$ cat src/uart_pkg.sv
package uart_pkg;

	// ------------------------------------------------------------
	// register byte offsets
	// ------------------------------------------------------------
	localparam logic [7:0] OFS_TRANSMIT_CONTROL = 8'h00;
	localparam logic [7:0] OFS_RECEIVE_CONTROL = 8'h04;
	localparam logic [7:0] OFS_RATE_CONTROL = 8'h08;
	localparam logic [7:0] OFS_DIVIDER_LOW_BYTE = 8'h0C;
	localparam logic [7:0] OFS_DIVIDER_HIGH_BYTE = 8'h10;
	localparam logic [7:0] OFS_TRANSMIT_BUFFER = 8'h14;
	localparam logic [7:0] OFS_RECEIVE_BUFFER = 8'h18;
	localparam logic [7:0] OFS_FLAGS = 8'h1C;

	// ------------------------------------------------------------
	// field positions
	// ------------------------------------------------------------
	localparam int TC_NINE_BIT = 6;
	localparam int TC_TX_ENABLE = 5;
	localparam int TC_CLOCKED_MODE = 4;
	localparam int TC_HIGH_RATE = 2;
	localparam int TC_SHIFTER_EMPTY = 1;
	localparam int TC_NINTH_DATA = 0;
	localparam int RC_PORT_ENABLE = 7;
	localparam int RC_NINE_BIT = 6;
	localparam int RC_RX_ENABLE = 4;
	localparam int RC_FRAMING_ERROR = 2;
	localparam int RC_OVERRUN_ERROR = 1;
	localparam int RC_NINTH_DATA = 0;
	localparam int BC_OVERFLOW = 7;
	localparam int BC_RX_IDLE = 6;
	localparam int BC_WIDE_DIVIDER = 3;
	localparam int BC_WAKE_ON_BREAK = 1;
	localparam int BC_AUTO_RATE = 0;
	localparam int FL_RECEIVE_FLAG = 0;
	localparam int FL_TX_BUFFER_EMPTY = 1;

	// ------------------------------------------------------------
	// reset values and counts
	// ------------------------------------------------------------
	localparam logic [7:0] RST_TRANSMIT_CONTROL = 8'h00;
	localparam logic [7:0] RST_RECEIVE_CONTROL = 8'h00;
	localparam logic [7:0] RST_RATE_CONTROL = 8'h00;
	localparam logic [15:0] RST_DIVIDER = 16'h0000;
	localparam logic [9:0] PRE_X64 = 10'h040;
	localparam logic [9:0] PRE_X16 = 10'h010;
	localparam logic [9:0] PRE_X4 = 10'h004;
	localparam int DETECT_SLOWDOWN_SHIFT = 3;
	localparam logic [2:0] DETECT_LAST_EDGE = 3'h4;
	localparam logic [15:0] COUNT_MAX = 16'hFFFF;
	localparam logic [3:0] BITS_EIGHT = 4'h8;
	localparam logic [3:0] BITS_NINE = 4'h9;

	// cycles of the oscillator per rate-generator step, minus one
	function automatic logic [8:0] prescale_limit(input logic wide,
			input logic high, input logic detect);
		logic [9:0] k;
		k = (wide & high) ? PRE_X4 : ((wide | high) ? PRE_X16 : PRE_X64);
		if (detect) begin
			k = k << DETECT_SLOWDOWN_SHIFT;
		end
		prescale_limit = 9'(k - 10'h001);
	endfunction

endpackage
$ cat src/rate_if.sv
`timescale 1ns/1ps
interface rate_if;
	logic wide;
	logic high;
	logic wr_low;
	logic wr_high;
	logic [7:0] wdata;
	logic rx_restart;
	logic det_clear;
	logic det_run;
	logic [15:0] divider;
	logic rx_tick;
	logic tx_tick;
	logic det_wrap;

	modport gen(input wide, high, wr_low, wr_high, wdata, rx_restart,
		det_clear, det_run, output divider, rx_tick, tx_tick, det_wrap);
	modport ctl(output wide, high, wr_low, wr_high, wdata, rx_restart,
		det_clear, det_run, input divider, rx_tick, tx_tick, det_wrap);
endinterface

$ cat src/rate_gen.sv
`timescale 1ns/1ps
module rate_gen
	import uart_pkg::*;
(
	input wire logic mclk_i,
	input wire logic rstn_i,
	rate_if.gen rif
);

	// ------------------------------------------------------------
	// divider and counters
	// ------------------------------------------------------------
	logic [15:0] div_r;
	logic [8:0] rx_pre_r;
	logic [8:0] tx_pre_r;
	logic [8:0] det_pre_r;
	logic [15:0] rx_cnt_r;
	logic [15:0] tx_cnt_r;

	wire [8:0] pre_lim = prescale_limit(rif.wide, rif.high, 1'b0);
	wire [8:0] det_lim = prescale_limit(rif.wide, rif.high, 1'b1);
	// only the low byte counts in the narrow modes
	wire [15:0] cnt_lim = rif.wide ? div_r : {8'h00, div_r[7:0]};
	wire rx_pre_end = rx_pre_r >= pre_lim;
	wire tx_pre_end = tx_pre_r >= pre_lim;
	wire det_pre_end = det_pre_r >= det_lim;
	wire rx_end = rx_pre_end && (rx_cnt_r >= cnt_lim);
	wire tx_end = tx_pre_end && (tx_cnt_r >= cnt_lim);

	assign rif.divider = div_r;
	assign rif.rx_tick = rx_end && !rif.det_run;
	assign rif.tx_tick = tx_end && !rif.det_run;
	assign rif.det_wrap = rif.det_run && det_pre_end && (div_r == COUNT_MAX);

	function automatic logic [15:0] cnt_step(input logic [15:0] c,
			input logic pe, input logic e);
		cnt_step = e ? 16'h0000 : (pe ? 16'(c + 16'h0001) : c);
	endfunction

	// ------------------------------------------------------------
	// bit timing, one phase per direction
	// ------------------------------------------------------------
	always_ff @(posedge mclk_i) begin
		if (!rstn_i) begin
			rx_pre_r <= 9'h000;
			rx_cnt_r <= 16'h0000;
			tx_pre_r <= 9'h000;
			tx_cnt_r <= 16'h0000;
		end else begin
			tx_pre_r <= tx_pre_end ? 9'h000 : 9'(tx_pre_r + 9'h001);
			tx_cnt_r <= cnt_step(tx_cnt_r, tx_pre_end, tx_end);
			if (rif.rx_restart) begin
				// start half a bit in so samples fall mid-bit
				rx_pre_r <= 9'h000;
				rx_cnt_r <= {1'b0, cnt_lim[15:1]};
			end else begin
				rx_pre_r <= rx_pre_end ? 9'h000 : 9'(rx_pre_r + 9'h001);
				rx_cnt_r <= cnt_step(rx_cnt_r, rx_pre_end, rx_end);
			end
		end
	end

	// ------------------------------------------------------------
	// divider register, doubling as the detection counter
	// ------------------------------------------------------------
	always_ff @(posedge mclk_i) begin
		if (!rstn_i) begin
			div_r <= RST_DIVIDER;
			det_pre_r <= 9'h000;
		end else if (rif.det_clear) begin
			div_r <= RST_DIVIDER;
			det_pre_r <= 9'h000;
		end else if (rif.det_run) begin
			det_pre_r <= det_pre_end ? 9'h000 : 9'(det_pre_r + 9'h001);
			if (det_pre_end) begin
				div_r <= 16'(div_r + 16'h0001);
			end
		end else begin
			if (rif.wr_low) begin
				div_r[7:0] <= rif.wdata;
			end
			if (rif.wr_high) begin
				div_r[15:8] <= rif.wdata;
			end
		end
	end

endmodule

$ cat src/uart_async_autobaud.sv
// Function
// - detection only in async mode, with wake set or clear
// - enable clears counter, waits for start
// - count from first rise to fifth
// - fifth rising edge clears auto-rate enable
// - counter rollover sets overflow bit seven
// - rollover keeps detection running and enabled
// - detection clock is one eighth rate
// - high byte counts in every mode, used only when wide
// - receiver held idle during detection
// - fifth edge sets receive flag
// - with wake, detect character after break
// - clocked-mode bit clear selects async mode
// - start, eight or nine data, stop
// - lsb first, shared rate, nine-bit chosen per direction
// - prescale per high-rate and wide bits
// - no hardware parity, ninth bit free
// - wide plus high: divider 207 9.615k
// - wide only: divider 207 2.403k
`timescale 1ns/1ps
module uart_async_autobaud
	import uart_pkg::*;
(
	input wire logic mclk_i,
	input wire logic rstn_i,
	input wire logic psel_i,
	input wire logic penable_i,
	input wire logic pwrite_i,
	input wire logic [7:0] paddr_i,
	input wire logic [31:0] pwdata_i,
	output logic [31:0] prdata_o,
	output logic pready_o,
	output logic pslverr_o,
	input wire logic serial_input_pin_i,
	output logic serial_output_pin_o
);

	typedef enum logic [2:0] {
		AB_OFF, AB_BREAK_LOW, AB_BREAK_HIGH, AB_START, AB_FIRST, AB_COUNT
	} detect_state_e;
	typedef enum logic [1:0] {RX_IDLE, RX_START, RX_DATA, RX_STOP} rx_state_e;

	rate_if rif();

	rate_gen u_rate_gen (
		.mclk_i(mclk_i),
		.rstn_i(rstn_i),
		.rif(rif)
	);

	// ------------------------------------------------------------
	// pin synchroniser and edges
	// ------------------------------------------------------------
	logic rx_meta_r;
	logic rx_sync_r;
	logic rx_prev_r;

	always_ff @(posedge mclk_i) begin
		if (!rstn_i) begin
			rx_meta_r <= 1'b1;
			rx_sync_r <= 1'b1;
			rx_prev_r <= 1'b1;
		end else begin
			rx_meta_r <= serial_input_pin_i;
			rx_sync_r <= rx_meta_r;
			rx_prev_r <= rx_sync_r;
		end
	end

	wire rx_fall = rx_prev_r && !rx_sync_r;
	wire rx_rise = !rx_prev_r && rx_sync_r;

	// ------------------------------------------------------------
	// bus decode
	// ------------------------------------------------------------
	logic [7:0] tctl_r;
	logic [7:0] rctl_r;
	logic wide_r;
	logic wake_r;
	logic auto_rate_enable_r;
	logic rate_count_overflow_r;
	logic [8:0] txbuf_r;
	logic txbuf_full_r;
	logic [7:0] rxbuf_r;
	logic rx_ninth_r;
	logic receive_flag_r;
	logic framing_r;
	logic overrun_r;
	logic [31:0] rdata_r;
	logic shifter_busy_r;
	detect_state_e ab_r;
	rx_state_e rxs_r;

	wire access = psel_i && penable_i;
	wire wr = access && pwrite_i;
	wire rd = access && !pwrite_i;
	wire hit_tc = paddr_i == OFS_TRANSMIT_CONTROL;
	wire hit_rc = paddr_i == OFS_RECEIVE_CONTROL;
	wire hit_bc = paddr_i == OFS_RATE_CONTROL;
	wire hit_lo = paddr_i == OFS_DIVIDER_LOW_BYTE;
	wire hit_hi = paddr_i == OFS_DIVIDER_HIGH_BYTE;
	wire hit_tb = paddr_i == OFS_TRANSMIT_BUFFER;
	wire hit_rb = paddr_i == OFS_RECEIVE_BUFFER;
	wire hit_fl = paddr_i == OFS_FLAGS;
	wire mapped = hit_tc | hit_rc | hit_bc | hit_lo | hit_hi | hit_tb |
		hit_rb | hit_fl;

	assign pready_o = 1'b1;
	assign pslverr_o = access && !mapped;
	assign prdata_o = rdata_r;

	wire async_mode = !tctl_r[TC_CLOCKED_MODE];
	wire port_on = rctl_r[RC_PORT_ENABLE] && async_mode;
	wire detecting = ab_r != AB_OFF;
	wire [7:0] wbyte = pwdata_i[7:0];

	wire [7:0] tc_view = {tctl_r[7:2], !shifter_busy_r, tctl_r[0]};
	wire [7:0] rc_view = {rctl_r[7:3], framing_r, overrun_r, rx_ninth_r};
	wire [7:0] bc_view = {rate_count_overflow_r, rxs_r == RX_IDLE, 2'b00,
		wide_r, 1'b0, wake_r, auto_rate_enable_r};
	wire [7:0] fl_view = {6'h00, !txbuf_full_r, receive_flag_r};
	wire [7:0] rd_mux = hit_tc ? tc_view : hit_rc ? rc_view :
		hit_bc ? bc_view : hit_lo ? rif.divider[7:0] :
		hit_hi ? rif.divider[15:8] : hit_rb ? rxbuf_r :
		hit_fl ? fl_view : 8'h00;

	// read data captured in the setup phase, held for the access phase
	always_ff @(posedge mclk_i) begin
		if (!rstn_i) begin
			rdata_r <= 32'h00000000;
		end else if (psel_i && !penable_i && !pwrite_i) begin
			rdata_r <= {24'h000000, rd_mux};
		end
	end

	// ------------------------------------------------------------
	// control registers
	// ------------------------------------------------------------
	logic [2:0] edge_r;
	wire ab_done = (ab_r == AB_COUNT) && rx_rise && (edge_r == DETECT_LAST_EDGE);

	always_ff @(posedge mclk_i) begin
		if (!rstn_i) begin
			tctl_r <= RST_TRANSMIT_CONTROL;
			rctl_r <= RST_RECEIVE_CONTROL;
			wide_r <= RST_RATE_CONTROL[BC_WIDE_DIVIDER];
			wake_r <= RST_RATE_CONTROL[BC_WAKE_ON_BREAK];
		end else if (wr) begin
			if (hit_tc) begin
				tctl_r <= {wbyte[7:2], 1'b0, wbyte[0]};
			end
			if (hit_rc) begin
				rctl_r <= {wbyte[7:3], 3'b000};
			end
			if (hit_bc) begin
				wide_r <= wbyte[BC_WIDE_DIVIDER];
				wake_r <= wbyte[BC_WAKE_ON_BREAK];
			end
		end
	end

	// software write of the enable outranks the self-clear
	always_ff @(posedge mclk_i) begin
		if (!rstn_i) begin
			auto_rate_enable_r <= RST_RATE_CONTROL[BC_AUTO_RATE];
		end else if (wr && hit_bc) begin
			auto_rate_enable_r <= wbyte[BC_AUTO_RATE];
		end else if (ab_done) begin
			auto_rate_enable_r <= 1'b0;
		end
	end

	// hardware rollover wins over a software clear
	always_ff @(posedge mclk_i) begin
		if (!rstn_i) begin
			rate_count_overflow_r <= RST_RATE_CONTROL[BC_OVERFLOW];
		end else if (rif.det_wrap) begin
			rate_count_overflow_r <= 1'b1;
		end else if (wr && hit_bc) begin
			rate_count_overflow_r <= wbyte[BC_OVERFLOW];
		end
	end

	// ------------------------------------------------------------
	// rate detection sequencer
	// ------------------------------------------------------------
	detect_state_e ab_nxt;

	always_comb begin
		ab_nxt = ab_r;
		case (ab_r)
			AB_OFF: begin
				if (auto_rate_enable_r && async_mode) begin
					ab_nxt = wake_r ? AB_BREAK_LOW : AB_START;
				end
			end
			AB_BREAK_LOW: begin
				if (rx_fall) begin
					ab_nxt = AB_BREAK_HIGH;
				end
			end
			AB_BREAK_HIGH: begin
				if (rx_rise) begin
					ab_nxt = AB_START;
				end
			end
			AB_START: begin
				if (rx_fall) begin
					ab_nxt = AB_FIRST;
				end
			end
			AB_FIRST: begin
				if (rx_rise) begin
					ab_nxt = AB_COUNT;
				end
			end
			AB_COUNT: begin
				// a rollover does not end the run
				if (ab_done) begin
					ab_nxt = AB_OFF;
				end
			end
			default: begin
				ab_nxt = AB_OFF;
			end
		endcase
		if (!auto_rate_enable_r || !async_mode) begin
			ab_nxt = AB_OFF;
		end
	end

	always_ff @(posedge mclk_i) begin
		if (!rstn_i) begin
			ab_r <= AB_OFF;
			edge_r <= 3'h0;
		end else begin
			ab_r <= ab_nxt;
			if (ab_r == AB_FIRST) begin
				edge_r <= 3'h1;
			end else if (ab_r == AB_COUNT && rx_rise) begin
				edge_r <= 3'(edge_r + 3'h1);
			end
		end
	end

	// calibration assumes the 55h pattern: five rising edges per byte
	assign rif.det_clear = (ab_r == AB_OFF) && (ab_nxt != AB_OFF);
	assign rif.det_run = ab_r == AB_COUNT;
	assign rif.wide = wide_r;
	assign rif.high = tctl_r[TC_HIGH_RATE];
	assign rif.wr_low = wr && hit_lo;
	assign rif.wr_high = wr && hit_hi;
	assign rif.wdata = wbyte;

	// ------------------------------------------------------------
	// receiver
	// ------------------------------------------------------------
	logic [3:0] rx_cnt_r;
	logic [8:0] rx_shift_r;
	wire [3:0] rx_bits = rctl_r[RC_NINE_BIT] ? BITS_NINE : BITS_EIGHT;
	wire rx_go = port_on && rctl_r[RC_RX_ENABLE] && !detecting;
	assign rif.rx_restart = (rxs_r == RX_IDLE) && rx_go && rx_fall;
	wire rx_stop_tick = (rxs_r == RX_STOP) && rif.rx_tick && rx_go;
	wire rb_read = rd && hit_rb;

	always_ff @(posedge mclk_i) begin
		if (!rstn_i || !rx_go) begin
			rxs_r <= RX_IDLE;
			rx_cnt_r <= 4'h0;
			rx_shift_r <= 9'h000;
		end else begin
			case (rxs_r)
				RX_IDLE: begin
					if (rif.rx_restart) begin
						rxs_r <= RX_START;
					end
				end
				RX_START: begin
					if (rif.rx_tick) begin
						rxs_r <= rx_sync_r ? RX_IDLE : RX_DATA;
						rx_cnt_r <= 4'h0;
					end
				end
				RX_DATA: begin
					if (rif.rx_tick) begin
						// lsb arrives first, shift right from the top
						rx_shift_r <= {rx_sync_r, rx_shift_r[8:1]};
						rx_cnt_r <= 4'(rx_cnt_r + 4'h1);
						if (rx_cnt_r == 4'(rx_bits - 4'h1)) begin
							rxs_r <= RX_STOP;
						end
					end
				end
				RX_STOP: begin
					if (rif.rx_tick) begin
						rxs_r <= RX_IDLE;
					end
				end
				default: begin
					rxs_r <= RX_IDLE;
				end
			endcase
		end
	end

	// ninth bit passed through untouched, no parity check
	wire [8:0] rx_word = rctl_r[RC_NINE_BIT] ? rx_shift_r :
		{1'b0, rx_shift_r[8:1]};

	always_ff @(posedge mclk_i) begin
		if (!rstn_i) begin
			rxbuf_r <= 8'h00;
			rx_ninth_r <= 1'b0;
			framing_r <= 1'b0;
			overrun_r <= 1'b0;
			receive_flag_r <= 1'b0;
		end else begin
			if (rx_stop_tick && receive_flag_r && !rb_read) begin
				overrun_r <= 1'b1;
			end else if (!rctl_r[RC_RX_ENABLE]) begin
				overrun_r <= 1'b0;
			end
			if (rx_stop_tick && (!receive_flag_r || rb_read)) begin
				rxbuf_r <= rx_word[7:0];
				rx_ninth_r <= rx_word[8];
				framing_r <= !rx_sync_r;
			end
			// a new arrival beats a read in the same cycle
			if (ab_done || rx_stop_tick) begin
				receive_flag_r <= 1'b1;
			end else if (rb_read) begin
				receive_flag_r <= 1'b0;
			end
		end
	end

	// ------------------------------------------------------------
	// transmitter
	// ------------------------------------------------------------
	logic [10:0] tx_shift_r;
	logic [3:0] tx_left_r;
	wire tx_on = port_on && tctl_r[TC_TX_ENABLE];
	wire [3:0] tx_len = tctl_r[TC_NINE_BIT] ? 4'hB : 4'hA;
	// buffer writes are dropped while the auto-rate enable bit is set
	wire tb_write = wr && hit_tb && !auto_rate_enable_r;
	wire tx_load = tx_on && rif.tx_tick && !shifter_busy_r && txbuf_full_r;

	always_ff @(posedge mclk_i) begin
		if (!rstn_i) begin
			txbuf_r <= 9'h000;
			txbuf_full_r <= 1'b0;
		end else if (tb_write) begin
			txbuf_r <= {tctl_r[TC_NINTH_DATA], wbyte};
			txbuf_full_r <= 1'b1;
		end else if (tx_load || !tx_on) begin
			txbuf_full_r <= 1'b0;
		end
	end

	always_ff @(posedge mclk_i) begin
		if (!rstn_i || !tx_on) begin
			tx_shift_r <= 11'h7FF;
			tx_left_r <= 4'h0;
			shifter_busy_r <= 1'b0;
			serial_output_pin_o <= 1'b1;
		end else if (tx_load) begin
			tx_shift_r <= tctl_r[TC_NINE_BIT] ? {1'b1, txbuf_r, 1'b0} :
				{2'b11, txbuf_r[7:0], 1'b0};
			tx_left_r <= tx_len;
			shifter_busy_r <= 1'b1;
		end else if (rif.tx_tick && shifter_busy_r) begin
			serial_output_pin_o <= tx_shift_r[0];
			tx_shift_r <= {1'b1, tx_shift_r[10:1]};
			tx_left_r <= 4'(tx_left_r - 4'h1);
			shifter_busy_r <= tx_left_r != 4'h1;
		end
	end

endmodule

$ cat config.mk
export PLATFORM = sky130hd
export DESIGN_NAME = uart_async_autobaud
export DESIGN_NICKNAME = d
export VERILOG_FILES = /design/src/uart_pkg.sv /design/src/rate_if.sv /design/src/rate_gen.sv /design/src/uart_async_autobaud.sv
export SDC_FILE = /design/constraint.sdc
export NUM_CORES = 1
export LEC_CHECK = 0
export BUFFER_PORTS_ARGS = -buffer_cell sky130_fd_sc_hd__buf_2
export CAP_MARGIN = 10
export CORE_ASPECT_RATIO = 0.6
export CORE_MARGIN = 2
export CORE_UTILIZATION = 30
export CTS_BUF_LIST = sky130_fd_sc_hd__clkbuf_8 sky130_fd_sc_hd__clkbuf_16
export CTS_CLUSTER_DIAMETER = 60
export DETAILED_ROUTE_END_ITERATION = 12
export RECOVER_POWER = 25
export SKIP_CTS_REPAIR_TIMING = 1
export SYNTH_ARGS = -nofsm -noshare
export SYNTH_HDL_FRONTEND = slang
export SYNTH_SLANG_ARGS = --single-unit
$ cat constraint.sdc
create_clock -name mclk_i -period 3.8 [get_ports mclk_i]
set_input_delay 0.38 -clock mclk_i [delete_from_list [all_inputs] [get_ports mclk_i]]
set_output_delay 0.38 -clock mclk_i [all_outputs]
set_load 0.02 [all_outputs]
Word level (Yosys, flattened, before mapping)
Index checks and enable logic that the tools add are counted.

cells by class
  $add $sub $neg = 12
  multipliers = 0
  div/mod/pow operators = 0
  magnitude comparators = 5
  eq/ne operators = 26
  shifts and indexed selects = 0
  multiplexer cells = 59
  bitwise gates (word level) = 11
  reduce and logical (&&, ||, !) cells = 91

operators by type and width
  cell                     number
  $mux W8                  8
  $add A16 B1 Y16 const B  3
  $mux W16                 3
  $mux W15                 3
  $logic_and A1 B1 Y1      39
  $eq A8 B5 Y1 const B     4
  $ge A16 B16 Y1           2
  $add A9 B1 Y9 const B    3
  $ge A9 B9 Y1             3
  $mux W11                 2
  $mux W3                  7
  $mux W9                  2
  $pmux W3 S6              1
  $reduce_bool A2 Y1       9
  $eq A16 B16 Y1 const B   1
  $eq A8 B4 Y1 const B     2
  $logic_not A1 Y1         16
  $mux W1                  16
  $mux W2                  8
  $mux W4                  4
  $mux W7                  2
  $reduce_and A2 Y1        7
  $ne A2 B2 Y1 const B     6
  $mux W10                 1
  28 further kinds         52

word-level totals
  bits in registers = 162
  latch bits = 0
  RAM bits = 0
  memory bits (read-only) = 0
  bits of input ports = 46
  output and inout port bits = 35
  logic and storage cells = 239
  memories kept = 0

Depth between registers and ports, before layout
Gate-level depths: netlist of run 1.

  word-level depth = 13
  depth in mapped cells = 12

Modules after synthesis
From an unflattened synthesis of run 1, not the netlist that was laid out.

unflattened totals
  cell total of the unflattened synthesis = 1095
  area, all modules = 9306.4 sq um

by module, submodules not included
  module               instances  cells each  area each (sq um)  sequential area each (sq um)
  rate_gen             1          582         4723.3             1501.4
  uart_async_autobaud  1          513         4583.1             1721.7

Worst setup path after synthesis of run 1
Ideal clock, no wire load.

  kind = reg-to-reg
  start = register wide_r (netlist: rif.wide)
  end = register rx_shift_r[0]
  arrival time = 2.560 ns
  data required time = 3.672 ns
  setup slack = 1.113 ns
  cell stages (with the launch flop) = 13
  buffers on the path = 3
  clock period less this slack = 2.687 ns
  cell sequence = dfxtp_1 > clkbuf_1 > or2_2 > ha_1 > nand2_1 > a2111o_1 > and2_1 > buf_2 > nor2_4 > and4b_1 > buf_6 > mux2i_1 > nor2_1

between the ends
  word-level cells in the longest chain between the ends = 8
  elaborated cells between the ends (all ways) = 11
  those cells by class = add/sub: 1; order compare: 2; mux: 3; bitwise: 2; reduce/logical: 3

ends and longest elaborated chain
  what                             line                        source
  start, declared                  uart_async_autobaud.sv:78   logic wide_r;
  start signal, assigned           uart_async_autobaud.sv:146  wide_r <= RST_RATE_CONTROL[BC_WIDE_DIVIDER];
  start signal, assigned           uart_async_autobaud.sv:156  wide_r <= wbyte[BC_WIDE_DIVIDER];
  $or A1 B1 Y1                     uart_pkg.sv:58              k = (wide & high) ? PRE_X4 : ((wide | high) ? PRE_X16 : PRE_X64);
  $mux W7 (2 in series)            --
  $sub A7 B1 Y8                    uart_pkg.sv:62              prescale_limit = 9'(k - 10'h001);
  $ge A9 B9 Y1                     rate_gen.sv:24              wire rx_pre_end = rx_pre_r >= pre_lim;
  $logic_and A1 B1 Y1 (*)          rate_gen.sv:27              wire rx_end = rx_pre_end && (rx_cnt_r >= cnt_lim);
  $logic_and A1 B1 Y1 (*)          rate_gen.sv:31              assign rif.rx_tick = rx_end && !rif.det_run;
  $reduce_and A2 Y1 (no line) (*)  --
  end signal, assigned             uart_async_autobaud.sv:287  rx_shift_r <= {rx_sync_r, rx_shift_r[8:1]};
  end, declared                    uart_async_autobaud.sv:259  logic [8:0] rx_shift_r;

Every way passes the cells marked *; elsewhere a longest branch is shown, timed or not.
A chain may end at the register's enable or synchronous reset.

Worst setup path in the final report of run 1
  start = register wide_r (netlist: rif.wide)
  end = register rxbuf_r[7]

between the ends
  word-level cells in the longest chain between the ends = 10
  elaborated cells between the ends (all ways) = 13
  those cells by class = add/sub: 1; order compare: 2; mux: 3; bitwise: 2; reduce/logical: 5

ends and longest elaborated chain
  what                                   line                        source
  $or A1 B1 Y1                           uart_pkg.sv:58
  $mux W7 (2 in series)                  --
  $sub A7 B1 Y8                          uart_pkg.sv:62
  $ge A9 B9 Y1                           rate_gen.sv:24
  $logic_and A1 B1 Y1 (*)                rate_gen.sv:27
  $logic_and A1 B1 Y1 (*)                rate_gen.sv:31
  $logic_and A1 B1 Y1 (*) (2 in series)  uart_async_autobaud.sv:263  wire rx_stop_tick = (rxs_r == RX_STOP) && rif.rx_tick && rx_go;
  $logic_and A1 B1 Y1 (*)                uart_async_autobaud.sv:323  if (rx_stop_tick && (!receive_flag_r || rb_read)) begin
  end signal, assigned                   uart_async_autobaud.sv:324  rxbuf_r <= rx_word[7:0];
  end, declared                          uart_async_autobaud.sv:84   logic [7:0] rxbuf_r;

Marks and branches as above.

==> load_flow_metrics.sql, run 1 <==
INSERT INTO impl_metrics (metric_group, metric, value, unit) VALUES
('critical_path', 'regToRegStartpoint', 'rif.wide', ''),
('critical_path', 'endpoint_kind', 'flip-flop', ''),
('flow_run', 'cap_viol_max_count', '0', ''),
('place', 'portBuffers', '31', ''),
('power_and_ir_drop', 'power.total', '3.481', 'mW'),
('detailed_routing', 'drt_drc_violations_left', '0', ''),
('clock_network', 'clk_pin_slew_worst_paths', '0.07', 'ns'),
('floorplan', 'floorplan.core_area', '28950', 'um2'),
('sta', 'timing.final.setup_violations', '0', ''),
('global_route', 'most_utilized_layer_in_the_global_route_result', 'met1', ''),
('floorplan', 'pin_count', '81', ''),
('critical_path', 'timing.critical_path.fanout_max', '14', ''),
('floorplan', 'row_count', '48', ''),
('synth', 'synth_edf_count', '0', ''),
('power_and_ir_drop', 'power.static_leakage', '3.569', 'nW'),
('detailed_routing', 'routed_length_per_instance', '17.25', 'um'),
('power_and_ir_drop', 'total_switching_power', '0.8889', 'mW'),
('sta', 'slew_headroom', '0.1469', ''),
('sta', 'min_period_over_period', '0.9234', ''),
('power_and_ir_drop', 'sw_frac', '0.2554', ''),
('place', 'detailed_place.area', '9462', 'um2'),
('floorplan', 'die_y', '137.5', 'um'),
('global_route', 'routing_usage_on_met2', '0.2100', ''),
('synth', 'ys_types', '76', ''),
('clock_network', 'clock_sinks', '161', ''),
('critical_path', 'crit_slowest_cell', 'dfxtp_1', ''),
('detailed_routing', 'routed_wl', '26040', 'um'),
('sta', 'achievable-frequency', '285.0', 'MHz'),
('clock_network', 'cts_tree', 'yes', ''),
('sta', 'slew_viol_final', '0', ''),
('layout', 'multiInputGateArea', '5233', 'um2'),
('place', 'dpl.hpwl', '19440', 'um'),
('detailed_routing', 'via_per_inst', '5.257', ''),
('critical_path', 'worst_path_dominant_cell_family', 'simple AND/OR/NAND/NOR gates', ''),
('detailed_routing', 'final_antenna_net_count', '0', ''),
('place', 'dp_worst_setup_slack', '0.4285', 'ns'),
('synth', 'top_post_synthesis_cells_by_area', 'dfxtp_1 36%, ha_1 7.2%, nor2_1 5.4%', ''),
('layout', 'n_antenna_cell', '0', ''),
('global_route', 'grt_pass1_wl', '41210', 'um'),
('critical_path', 'worst-path-stages', '8', ''),
('clock_network', 'clock_latency', '0.44', 'ns'),
('layout', 'filler_cell_count', '3103', ''),
('sta', 'period_needed', '3.509', 'ns'),
('synth', 'post_synth_instance_area', '8907', 'um2'),
('layout', 'fin_area', '9960', 'um2'),
('critical_path', 'critPathBufInv', '0', ''),
('global_route', 'grt_start_max_net_pins', '57', ''),
('power_and_ir_drop', 'power_density_over_the_cells', '349.5', 'nW/um2'),
('sta', 'hold_viol_final', '0', ''),
('synth', 'synth_ff_type', 'dfxtp_1', ''),
('clock_network', 'h-tree-depth', '4', ''),
('layout', 'ff_latch_area', '3223', 'um2'),
('sta', 'grt_setup_unrepaired', 'no', ''),
('layout', 'layout-drive-gt1-share', '0.09910', ''),
('hold_path', 'min-delay-start', 'serial_input_pin_i', ''),
('global_route', 'grt.total_usage', '0.1724', ''),
('power_and_ir_drop', 'pwr-share-seq', '0.489', ''),
('status', 'run_status', 'complete, no violations', ''),
('critical_path', 'worstSetupStartpoint', 'rif.wide', ''),
('critical_path', 'timing.critical_path.arrival', '3.81', 'ns'),
('synth', 'avgSynthCellArea', '8.356', 'um2'),
('power_and_ir_drop', 'p_int', '2.592', 'mW'),
('sta', 'layout_setup_ws', '0.2910', 'ns'),
('detailed_routing', 'detail_route.iter0.violations', '905', ''),
('power_and_ir_drop', 'peakVddDrop', '0.2833', 'mV'),
('synth', 'postSynth.asyncResetShare', '0', ''),
('sta', 'tightest_pin_transition', '1.268', 'ns'),
('synth', 'synth.largest_area_cell', 'dfxtp_1', ''),
('detailed_routing', 'total_number_of_vias', '7938', ''),
('layout', 'layout_overhead_on_the_synthesized_area', '11.81', '%'),
('clock_network', 'max-clock-path-buffers', '2', '');
## per-layer routing
layer,routed length (um),part of all wire
met3,3044,0.12
met4,186,0.0071
met5,0,0
met2,9171,0.35
met1,13640,0.52
## cells by family after synthesis
kind of cell / after synthesis / synth area share
adders and majority gates: 51 / 0.07164
and+or+nand+nor: 437 / 0.2388
xor gates and xnor gates: 35 / 0.03441
buffers and inverters: 105 / 0.06152
AOI/OAI and AO/OA: 231 / 0.1802
muxes: 44 / 0.05071
other: 2 / 0.0008431
DFF: 161 / 0.3618
## per-stage QoR
stage / hold WS (ns) / std cells
2_1_floorplan: 0.3863 / 1093
3_3_place_gp: 0.3953 / 1479
3_5_place_dp: 0.4107 / 1479
4_1_cts: 0.1312 / 1510
5_1_grt: 0.1281 / 1510
6_report: 0.1451 / 1510
## final cells by class
class                      instances  share of cell area
clock buffer                      18             0.04410
clock inverter                    13             0.01055
inverter                          31             0.01168
multi-input combinational        827              0.5254
sequential                       161              0.3236
tap                              400             0.05025
timing repair buffer              60             0.03442
## cells in the final DEF, fill, tap and decap left out, types with 17 or more instances in the layout
cell / netlist / final
inv_1: 31 / 32
nand3_1: 67 / 67
xnor2_1: 19 / 19
buf_4: 32 / 25
mux2i_1: 35 / 35
conb_1: 2 / 29
buf_2: 9 / 19
nor2_1: 129 / 129
o21ai_0: 50 / 50
clkbuf_16: 0 / 17
a21oi_1: 49 / 49
nor3_1: 28 / 28
dfxtp_1: 161 / 161
ha_1: 51 / 51
nand2_1: 112 / 112
## power by group through the flow
| stage | Combinational (mW) | Clock [mW] | Sequential [mW] |
|---|---|---|---|
| finish | 0.149 | 1.63 | 1.70 |
| global route | 0.162 | 1.75 | 1.70 |
| CTS | 0.149 | 1.66 | 1.70 |
| detailed placement | 0.148 | 0 | 1.74 |
| global placement | 0.148 | 0 | 1.74 |
| floorplan | 0.106 | 0 | 1.74 |
## worst paths after layout
path,end,slack (ns)
worst min register to register,rx_sync_r,0.42
worst max-delay path,rxbuf_r[7],0.29
worst min-delay path,rx_meta_r,0.15
worst max register to register,rxbuf_r[7],0.29
## registers in the layout, summed over array words and instances, names as in the netlist, 3 cells and up, named ones only
name and count:
rx_shift_r 9, u_rate_gen.tx_pre_r 9, ab_r 3, u_rate_gen.rx_pre_r 9
rxbuf_r 8, txbuf_r 9, tctl_r 7, rx_cnt_r 4
tx_left_r 4, tx_shift_r 10, u_rate_gen.det_pre_r 9, rctl_r 5
prdata_o 8, edge_r 3, u_rate_gen.rx_cnt_r 16, u_rate_gen.tx_cnt_r 16
u_rate_gen.rif.divider 16
Note: power is estimated with default switching activity, not from simulation.
==> inputs of run 2 (changes only) <==
--- a/config.mk
+++ b/config.mk
@@ -14,7 +14,9 @@
 export CTS_CLUSTER_DIAMETER = 60
 export DETAILED_ROUTE_END_ITERATION = 12
 export RECOVER_POWER = 25
+export SETUP_SLACK_MARGIN = 0.5
 export SKIP_CTS_REPAIR_TIMING = 1
+export SLEW_MARGIN = 20
 export SYNTH_ARGS = -nofsm -noshare
 export SYNTH_HDL_FRONTEND = slang
 export SYNTH_SLANG_ARGS = --single-unit
==> load_flow_metrics.sql, run 2 (synthesis gave the netlist of run 1 again) <==
INSERT INTO impl_metrics (metric_group, metric, value, unit) VALUES
('sta', 'min_period_over_period', '0.8279', ''),
('layout', 'layout_overhead_on_the_synthesized_area', '12.08', '%'),
('detailed_routing', 'routed_wl', '26050', 'um'),
('clock_network', 'cts_buffers', '17', ''),
('status', 'run_status', 'complete, no violations', ''),
('clock_network', 'clock_sinks', '161', ''),
('sta', 'hold_slack', '0.1464', 'ns'),
('detailed_routing', 'detail_route.first_pass.iterations', '7', ''),
('place', 'global_placement_routability_congestion', '0.8786', ''),
('sta', 'achievable-frequency', '317.9', 'MHz'),
('power_and_ir_drop', 'sw_frac', '0.2563', ''),
('detailed_routing', 'drt_drc_violations_left', '0', ''),
('global_route', 'total_congestion_overflow_after_global_routing', '0', ''),
('layout', 'layout-drive-gt1-share', '0.1000', ''),
('critical_path', 'timing.critical_path.fanout_max', '14', ''),
('floorplan', 'die_y', '137.5', 'um'),
('place', 'detailed_place.area', '9462', 'um2'),
('place', 'portBuffers', '31', ''),
('place', 'dpl.hpwl', '19440', 'um'),
('detailed_routing', 'detail_route.iter0.violations', '913', ''),
('critical_path', 'critPathKind', 'reg -> reg', ''),
('hold_path', 'hold_class', 'in -> reg', ''),
('critical_path', 'regToRegStartpoint', 'rif.wide', ''),
('critical_path', 'timing.critical_path.arrival', '3.45', 'ns'),
('clock_network', 'clk_pin_slew_worst_paths', '0.07', 'ns'),
('clock_network', 'clock-root-buffer', 'clkbuf_16', ''),
('power_and_ir_drop', 'combPwrFrac', '0.043', ''),
('layout', 'mostFrequentLayoutCells', '160 x dfxtp_1, 129 x nor2_1, 112 x nand2_1, 67 x nand3_1, 51 x ha_1', ''),
('critical_path', 'crit_slowest_cell', 'dfxtp_2', ''),
('global_route', 'grt_start_max_net_pins', '57', ''),
('global_route', 'grt.total_usage', '0.1724', ''),
('power_and_ir_drop', 'power_density_over_the_cells', '349.2', 'nW/um2'),
('clock_network', 'clock_latency', '0.44', 'ns'),
('critical_path', 'worst-path-stages', '9', ''),
('sta', 'slew_headroom', '0.1358', ''),
('global_route', 'vias_in_the_first_global_route', '7118', ''),
('layout', 'finish.utilization', '0.3449', ''),
('sta', 'timing.final.setup_violations', '0', ''),
('sta', 'grt_setup_unrepaired', 'no', ''),
('sta', 'layout_setup_ws', '0.6540', 'ns'),
('sta', 'final.setup.tns', '0', 'ns'),
('power_and_ir_drop', 'p_clk_frac', '0.468', ''),
('clock_network', 'cts_tree', 'yes', ''),
('critical_path', 'slowest_delay', '0.55', 'ns'),
('floorplan', 'floorplan.core_area', '28950', 'um2'),
('clock_network', 'max-clock-path-buffers', '2', ''),
('detailed_routing', 'via_per_inst', '5.266', ''),
('hold_path', 'whs_path_depth', '2', ''),
('floorplan', 'dieArea', '31130', 'um2'),
('critical_path', 'worst_path_dominant_cell_family', 'simple AND/OR/NAND/NOR gates', ''),
('layout', 'n_antenna_cell', '0', ''),
('global_route', 'antenna_found_initial', '1', ''),
('power_and_ir_drop', 'power.static_leakage', '3.573', 'nW'),
('layout', 'fin_area', '9983', 'um2'),
('critical_path', 'reg2reg_setup_slack', '0.65', 'ns'),
('floorplan', 'initial_core_util', '0.3077', ''),
('sta', 'period_needed', '3.146', 'ns'),
('layout', 'post_layout_nonfiller_instances', '1510', ''),
('sta', 'tightest_pin_transition', '1.284', 'ns'),
('power_and_ir_drop', 'total_switching_power', '0.8933', 'mW'),
('place', 'dpl.cell_count', '1479', ''),
('global_route', 'grt_pass1_wl', '41210', 'um'),
('clock_network', 'h-tree-depth', '4', ''),
('floorplan', 'pin_count', '81', ''),
('layout', 'filler_cell_count', '3098', ''),
('floorplan', 'row_count', '48', ''),
('critical_path', 'r2r_cells', '9', ''),
('floorplan', 'floorplan_die_width', '226.5', 'um'),
('power_and_ir_drop', 'peakVddDrop', '0.2815', 'mV'),
('critical_path', 'critPathBufInv', '1', ''),
('detailed_routing', 'final_antenna_net_count', '0', ''),
('critical_path', 'critical_path_required', '4.10', 'ns'),
('power_and_ir_drop', 'pwr-share-seq', '0.488', ''),
('layout', 'final_common_cell', 'dfxtp_1', ''),
('place', 'dp_worst_setup_slack', '0.4285', 'ns'),
('power_and_ir_drop', 'p_int', '2.593', 'mW'),
('critical_path', 'endpoint_kind', 'flip-flop', ''),
('detailed_routing', 'total_number_of_vias', '7951', ''),
('sta', 'hold_viol_final', '0', ''),
('critical_path', 'start_kind', 'flip-flop', ''),
('sta', 'worst_clock_skew', '0.01500', 'ns'),
('critical_path', 'cp_cell_sequence', 'nand2_1, ha_1, nand4_1, nor4_1, a31o_2, and4b_1, buf_4, mux2i_1, nor2_1', ''),
('detailed_routing', 'routed_length_per_instance', '17.25', 'um'),
('flow_run', 'cap_viol_max_count', '0', ''),
('layout', 'nNetsFinal', '1195', ''),
('critical_path', 'r2r_end', 'rx_shift_r[4]', ''),
('power_and_ir_drop', 'power.total', '3.486', 'mW'),
('hold_path', 'min_delay_worst_endpoint', 'rx_meta_r', ''),
('hold_path', 'min-delay-start', 'serial_input_pin_i', ''),
('sta', 'slew_viol_final', '0', '');
run 2: power by group through the flow:
stage               sequential, mW  clock, mW  combinational [mW]
global route                  1.70       1.75               0.163
global placement              1.74          0               0.148
detailed placement            1.74          0               0.148
floorplan                     1.74          0               0.106
finish                        1.70       1.63               0.150
CTS                           1.70       1.66               0.149
run 2: final cells by class:
class	instances	area (um2)	share of cell area
multi-input cells	827	5255	0.5264
flip-flops and latches	161	3224	0.3230
well taps	400	500.5	0.05013
clock buffers	18	439.2	0.04399
repair buffers	60	342.8	0.03434
inverters	31	116.4	0.01166
clock inverters	13	105.1	0.01053
run 2: worst max path at each step:
stage          startpoint       endpoint  slack, ns
2_1_floorplan    rif.wide  rx_shift_r[0]       1.11
3_3_place_gp     rif.wide   tx_left_r[2]       0.49
3_5_place_dp     rif.wide   tx_left_r[2]       0.43
4_1_cts          rif.wide   tx_left_r[2]       0.39
5_1_grt         tctl_r[2]      overrun_r       0.49
6_report         rif.wide  rx_shift_r[4]       0.65
run 2: layer usage:
metal	vias up	GRT usage	share of wire
met2	329	0.2100	0.35
met3	21	0.06227	0.11
met1	3718	0.2754	0.53
met5	-	0	0
met4	0	0.03143	0.0078
li1	3883	-	-
==> inputs of run 3 (changes only) <==
--- a/config.mk
+++ b/config.mk
@@ -5,6 +5,7 @@
 export SDC_FILE = /design/constraint.sdc
 export NUM_CORES = 1
 export LEC_CHECK = 0
+export ABC_AREA = 1
 export BUFFER_PORTS_ARGS = -buffer_cell sky130_fd_sc_hd__buf_2
 export CAP_MARGIN = 10
 export CORE_ASPECT_RATIO = 0.6
==> constraint.sdc (replaced) <==
create_clock -name mclk_i -period 3 [get_ports mclk_i]
set_input_delay 0.3 -clock mclk_i [delete_from_list [all_inputs] [get_ports mclk_i]]
set_output_delay 0.3 -clock mclk_i [all_outputs]
set_load 0.02 [all_outputs]
==> load_flow_metrics.sql, run 3 <==
INSERT INTO impl_metrics (metric_group, metric, value, unit) VALUES
('flow_run', 'cap_viol_max_count', '0', ''),
('floorplan', 'floorplan.core_area', '29070', 'um2'),
('layout', 'finish.utilization', '0.3629', ''),
('synth', 'synth_simple_gate_area_share', '0.2842', ''),
('layout', 'layout_overhead_on_the_synthesized_area', '17.49', '%'),
('clock_network', 'clock_latency', '0.44', 'ns'),
('clock_network', 'clk_pin_slew_worst_paths', '0.07', 'ns'),
('critical_path', 'start_kind', 'flip-flop', ''),
('detailed_routing', 'drt_drc_violations_left', '0', ''),
('power_and_ir_drop', 'total_switching_power', '1.057', 'mW'),
('layout', 'fin_area', '10550', 'um2'),
('floorplan', 'pin_count', '81', ''),
('synth', 'ys_seq_elements', '161', ''),
('detailed_routing', 'via_per_inst', '4.889', ''),
('sta', 'layout_setup_ws', '0.5452', 'ns'),
('synth', 'most_used_standard_cell_by_instance_count_after_synthesis', 'nand2_1', ''),
('detailed_routing', 'routed_wl', '25410', 'um'),
('clock_network', 'cts_buffers', '17', ''),
('synth', 'avgSynthCellArea', '7.041', 'um2'),
('clock_network', 'max-clock-path-buffers', '2', ''),
('power_and_ir_drop', 'power.static_leakage', '4.376', 'nW'),
('layout', 'final_common_cell', 'nand2_1', ''),
('synth', 'synth_top_family_by_area', 'simple AND/OR/NAND/NOR gates', ''),
('synth', 'postSynth.asyncResetShare', '0', ''),
('sta', 'hold_viol_final', '0', ''),
('clock_network', 'h-tree-depth', '4', ''),
('synth', 'muxShareOfSynthArea', '0', ''),
('power_and_ir_drop', 'peakVddDrop', '0.4689', 'mV'),
('synth', 'synth-seq-area-share', '0.3590', ''),
('critical_path', 'critical_path_required', '3.38', 'ns'),
('synth', 'synth.largest_area_cell', 'dfxtp_1', ''),
('hold_path', 'hold_class', 'in -> reg', ''),
('critical_path', 'timing.critical_path.arrival', '2.83', 'ns'),
('global_route', 'grt.total_usage', '0.1622', ''),
('synth', 'synth_compound_gate_area_share', '0.1610', ''),
('synth', 'post-synth-top-area-fraction', '0.3590', ''),
('synth', 'synth-warning-count', '0', ''),
('clock_network', 'cts_tree', 'yes', ''),
('critical_path', 'timing.critical_path.fanout_max', '7', ''),
('sta', 'timing.final.setup_violations', '0', ''),
('floorplan', 'die_y', '138.0', 'um'),
('place', 'dpl.hpwl', '18940', 'um'),
('place', 'global_placement_routability_congestion', '0.9073', ''),
('floorplan', 'floorplan_die_width', '227.3', 'um'),
('floorplan', 'initial_core_util', '0.3088', ''),
('power_and_ir_drop', 'p_int', '3.670', 'mW'),
('global_route', 'vias_in_the_first_global_route', '7340', ''),
('layout', 'n_antenna_cell', '0', ''),
('detailed_routing', 'detail_route.iter0.violations', '996', ''),
('place', 'portBuffers', '31', ''),
('sta', 'min_period_over_period', '0.8183', ''),
('synth', 'top_post_synthesis_cells_by_area', 'dfxtp_1 36%, nand2_1 12%, ha_1 7.1%', ''),
('critical_path', 'endpoint_kind', 'flip-flop', ''),
('sta', 'final.setup.tns', '0', 'ns'),
('clock_network', 'clock-root-buffer', 'clkbuf_16', ''),
('synth', 'synthXorXnorAreaFrac', '0.02049', ''),
('synth', 'synth_adder_area_share', '0.07108', ''),
('sta', 'worst_clock_skew', '0.008696', 'ns'),
('power_and_ir_drop', 'power.total', '4.727', 'mW'),
('sta', 'achievable-frequency', '407.4', 'MHz'),
('power_and_ir_drop', 'power_density_over_the_cells', '448.1', 'nW/um2'),
('sta', 'slew_headroom', '0.4381', ''),
('place', 'dp_worst_setup_slack', '0.2780', 'ns'),
('sta', 'tightest_pin_transition', '0.8429', 'ns'),
('layout', 'layout-drive-gt1-share', '0.1209', ''),
('global_route', 'antenna_found_initial', '0', ''),
('detailed_routing', 'total_number_of_vias', '8546', ''),
('global_route', 'total_congestion_overflow_after_global_routing', '0', ''),
('floorplan', 'dieArea', '31370', 'um2'),
('layout', 'mostFrequentLayoutCells', '269 x nand2_1, 157 x dfxtp_1, 148 x inv_1, 127 x nor2_1, 111 x a21oi_1', ''),
('floorplan', 'row_count', '48', ''),
('synth', 'post_synth_instance_area', '8977', 'um2'),
('status', 'run_status', 'complete, no violations', ''),
('synth', 'synth_edf_count', '0', ''),
('place', 'detailed_place.area', '9590', 'um2'),
('sta', 'slew_viol_final', '0', ''),
('layout', 'nNetsFinal', '1432', ''),
('global_route', 'grt_start_max_net_pins', '31', ''),
('clock_network', 'clock_sinks', '161', ''),
('detailed_routing', 'final_antenna_net_count', '0', ''),
('power_and_ir_drop', 'p_clk_frac', '0.508', ''),
('power_and_ir_drop', 'pwr-share-seq', '0.455', ''),
('detailed_routing', 'routed_length_per_instance', '14.53', 'um'),
('synth', 'synth_top_cells_by_count', '279 x nand2_1, 161 x dfxtp_1, 146 x inv_1, 132 x nor2_1, 115 x a21oi_1', ''),
('critical_path', 'critPathKind', 'reg -> reg', ''),
('synth', 'ys_types', '53', ''),
('power_and_ir_drop', 'combPwrFrac', '0.037', ''),
('synth', 'synth_ff_type', 'dfxtp_1', ''),
('sta', 'period_needed', '2.455', 'ns'),
('sta', 'grt_setup_unrepaired', 'yes', ''),
('synth', 'synthesis.instances', '1275', ''),
('global_route', 'grt_pass1_wl', '39610', 'um'),
('detailed_routing', 'detail_route.first_pass.iterations', '5', ''),
('power_and_ir_drop', 'sw_frac', '0.2236', '');
## run 3: power groups by stage
stage | logic [mW] | clock network [mW] | registers (mW)
3_3_place_gp | 0.156 | 0 | 2.20
5_1_grt | 0.189 | 2.53 | 2.15
3_5_place_dp | 0.157 | 0 | 2.20
2_1_floorplan | 0.124 | 0 | 2.20
4_1_cts | 0.158 | 2.44 | 2.15
6_report | 0.176 | 2.40 | 2.15
## run 3: path summary, 6_finish.rpt
path,from,endpoint,slack (ns),cells past startpoint
worst max register to register,rif.wide,rxbuf_r[2],0.55,14
worst min-delay path,serial_input_pin_i,rx_meta_r,0.04,2
worst min register to register,rx_meta_r,rx_sync_r,0.45,1
worst max-delay path,rif.wide,rxbuf_r[2],0.55,14
## run 3: critical path, cell delays in order, from the launching register on
cell and delay [ns]:
dfxtp_4 0.38, buf_4 0.15, inv_1 0.08, nand2_2 0.09
ha_1 0.29, a21boi_0 0.20, nand2_1 0.08, nand2_1 0.07
nand2_1 0.13, nand2_4 0.16, nand4_1 0.18, nor2_4 0.24
buf_4 0.16, o21ai_0 0.07, nor2_1 0.12
## run 3: kinds of logic (layout without fill, tap and decap cells)
group,Yosys count,count (layout)
AND/OR/NAND/NOR,575,576
adder cells (fa/ha/maj),51,51
other,2,29
AO/OA/AOI/OAI,256,256
XOR/XNOR,21,21
buffers and inverters,209,254
flip-flops,161,161
## run 3: per-layer routing
layer  global-route usage  share of wire
met1               0.2577           0.53
met2               0.2039           0.36
met3              0.04470          0.092
met4              0.04394          0.012
met5                    0              0
## run 3: per-stage QoR
stage               hold WS [ns]  cells
floorplan                 0.3925   1302
global placement          0.4309   1704
detailed placement        0.4240   1704
CTS                      0.02745   1736
global route             0.03091   1748
finish                   0.04477   1748
## run 3: layout make-up
cell class              count  area [um2]
multi-input cells         933        5154
well taps                 400       500.5
inverters                 155       594.3
fillers                  3100       18520
clock inverters            14       195.2
flip-flops and latches    161        3231
clock buffers              18       439.2
repair buffers             67       434.2
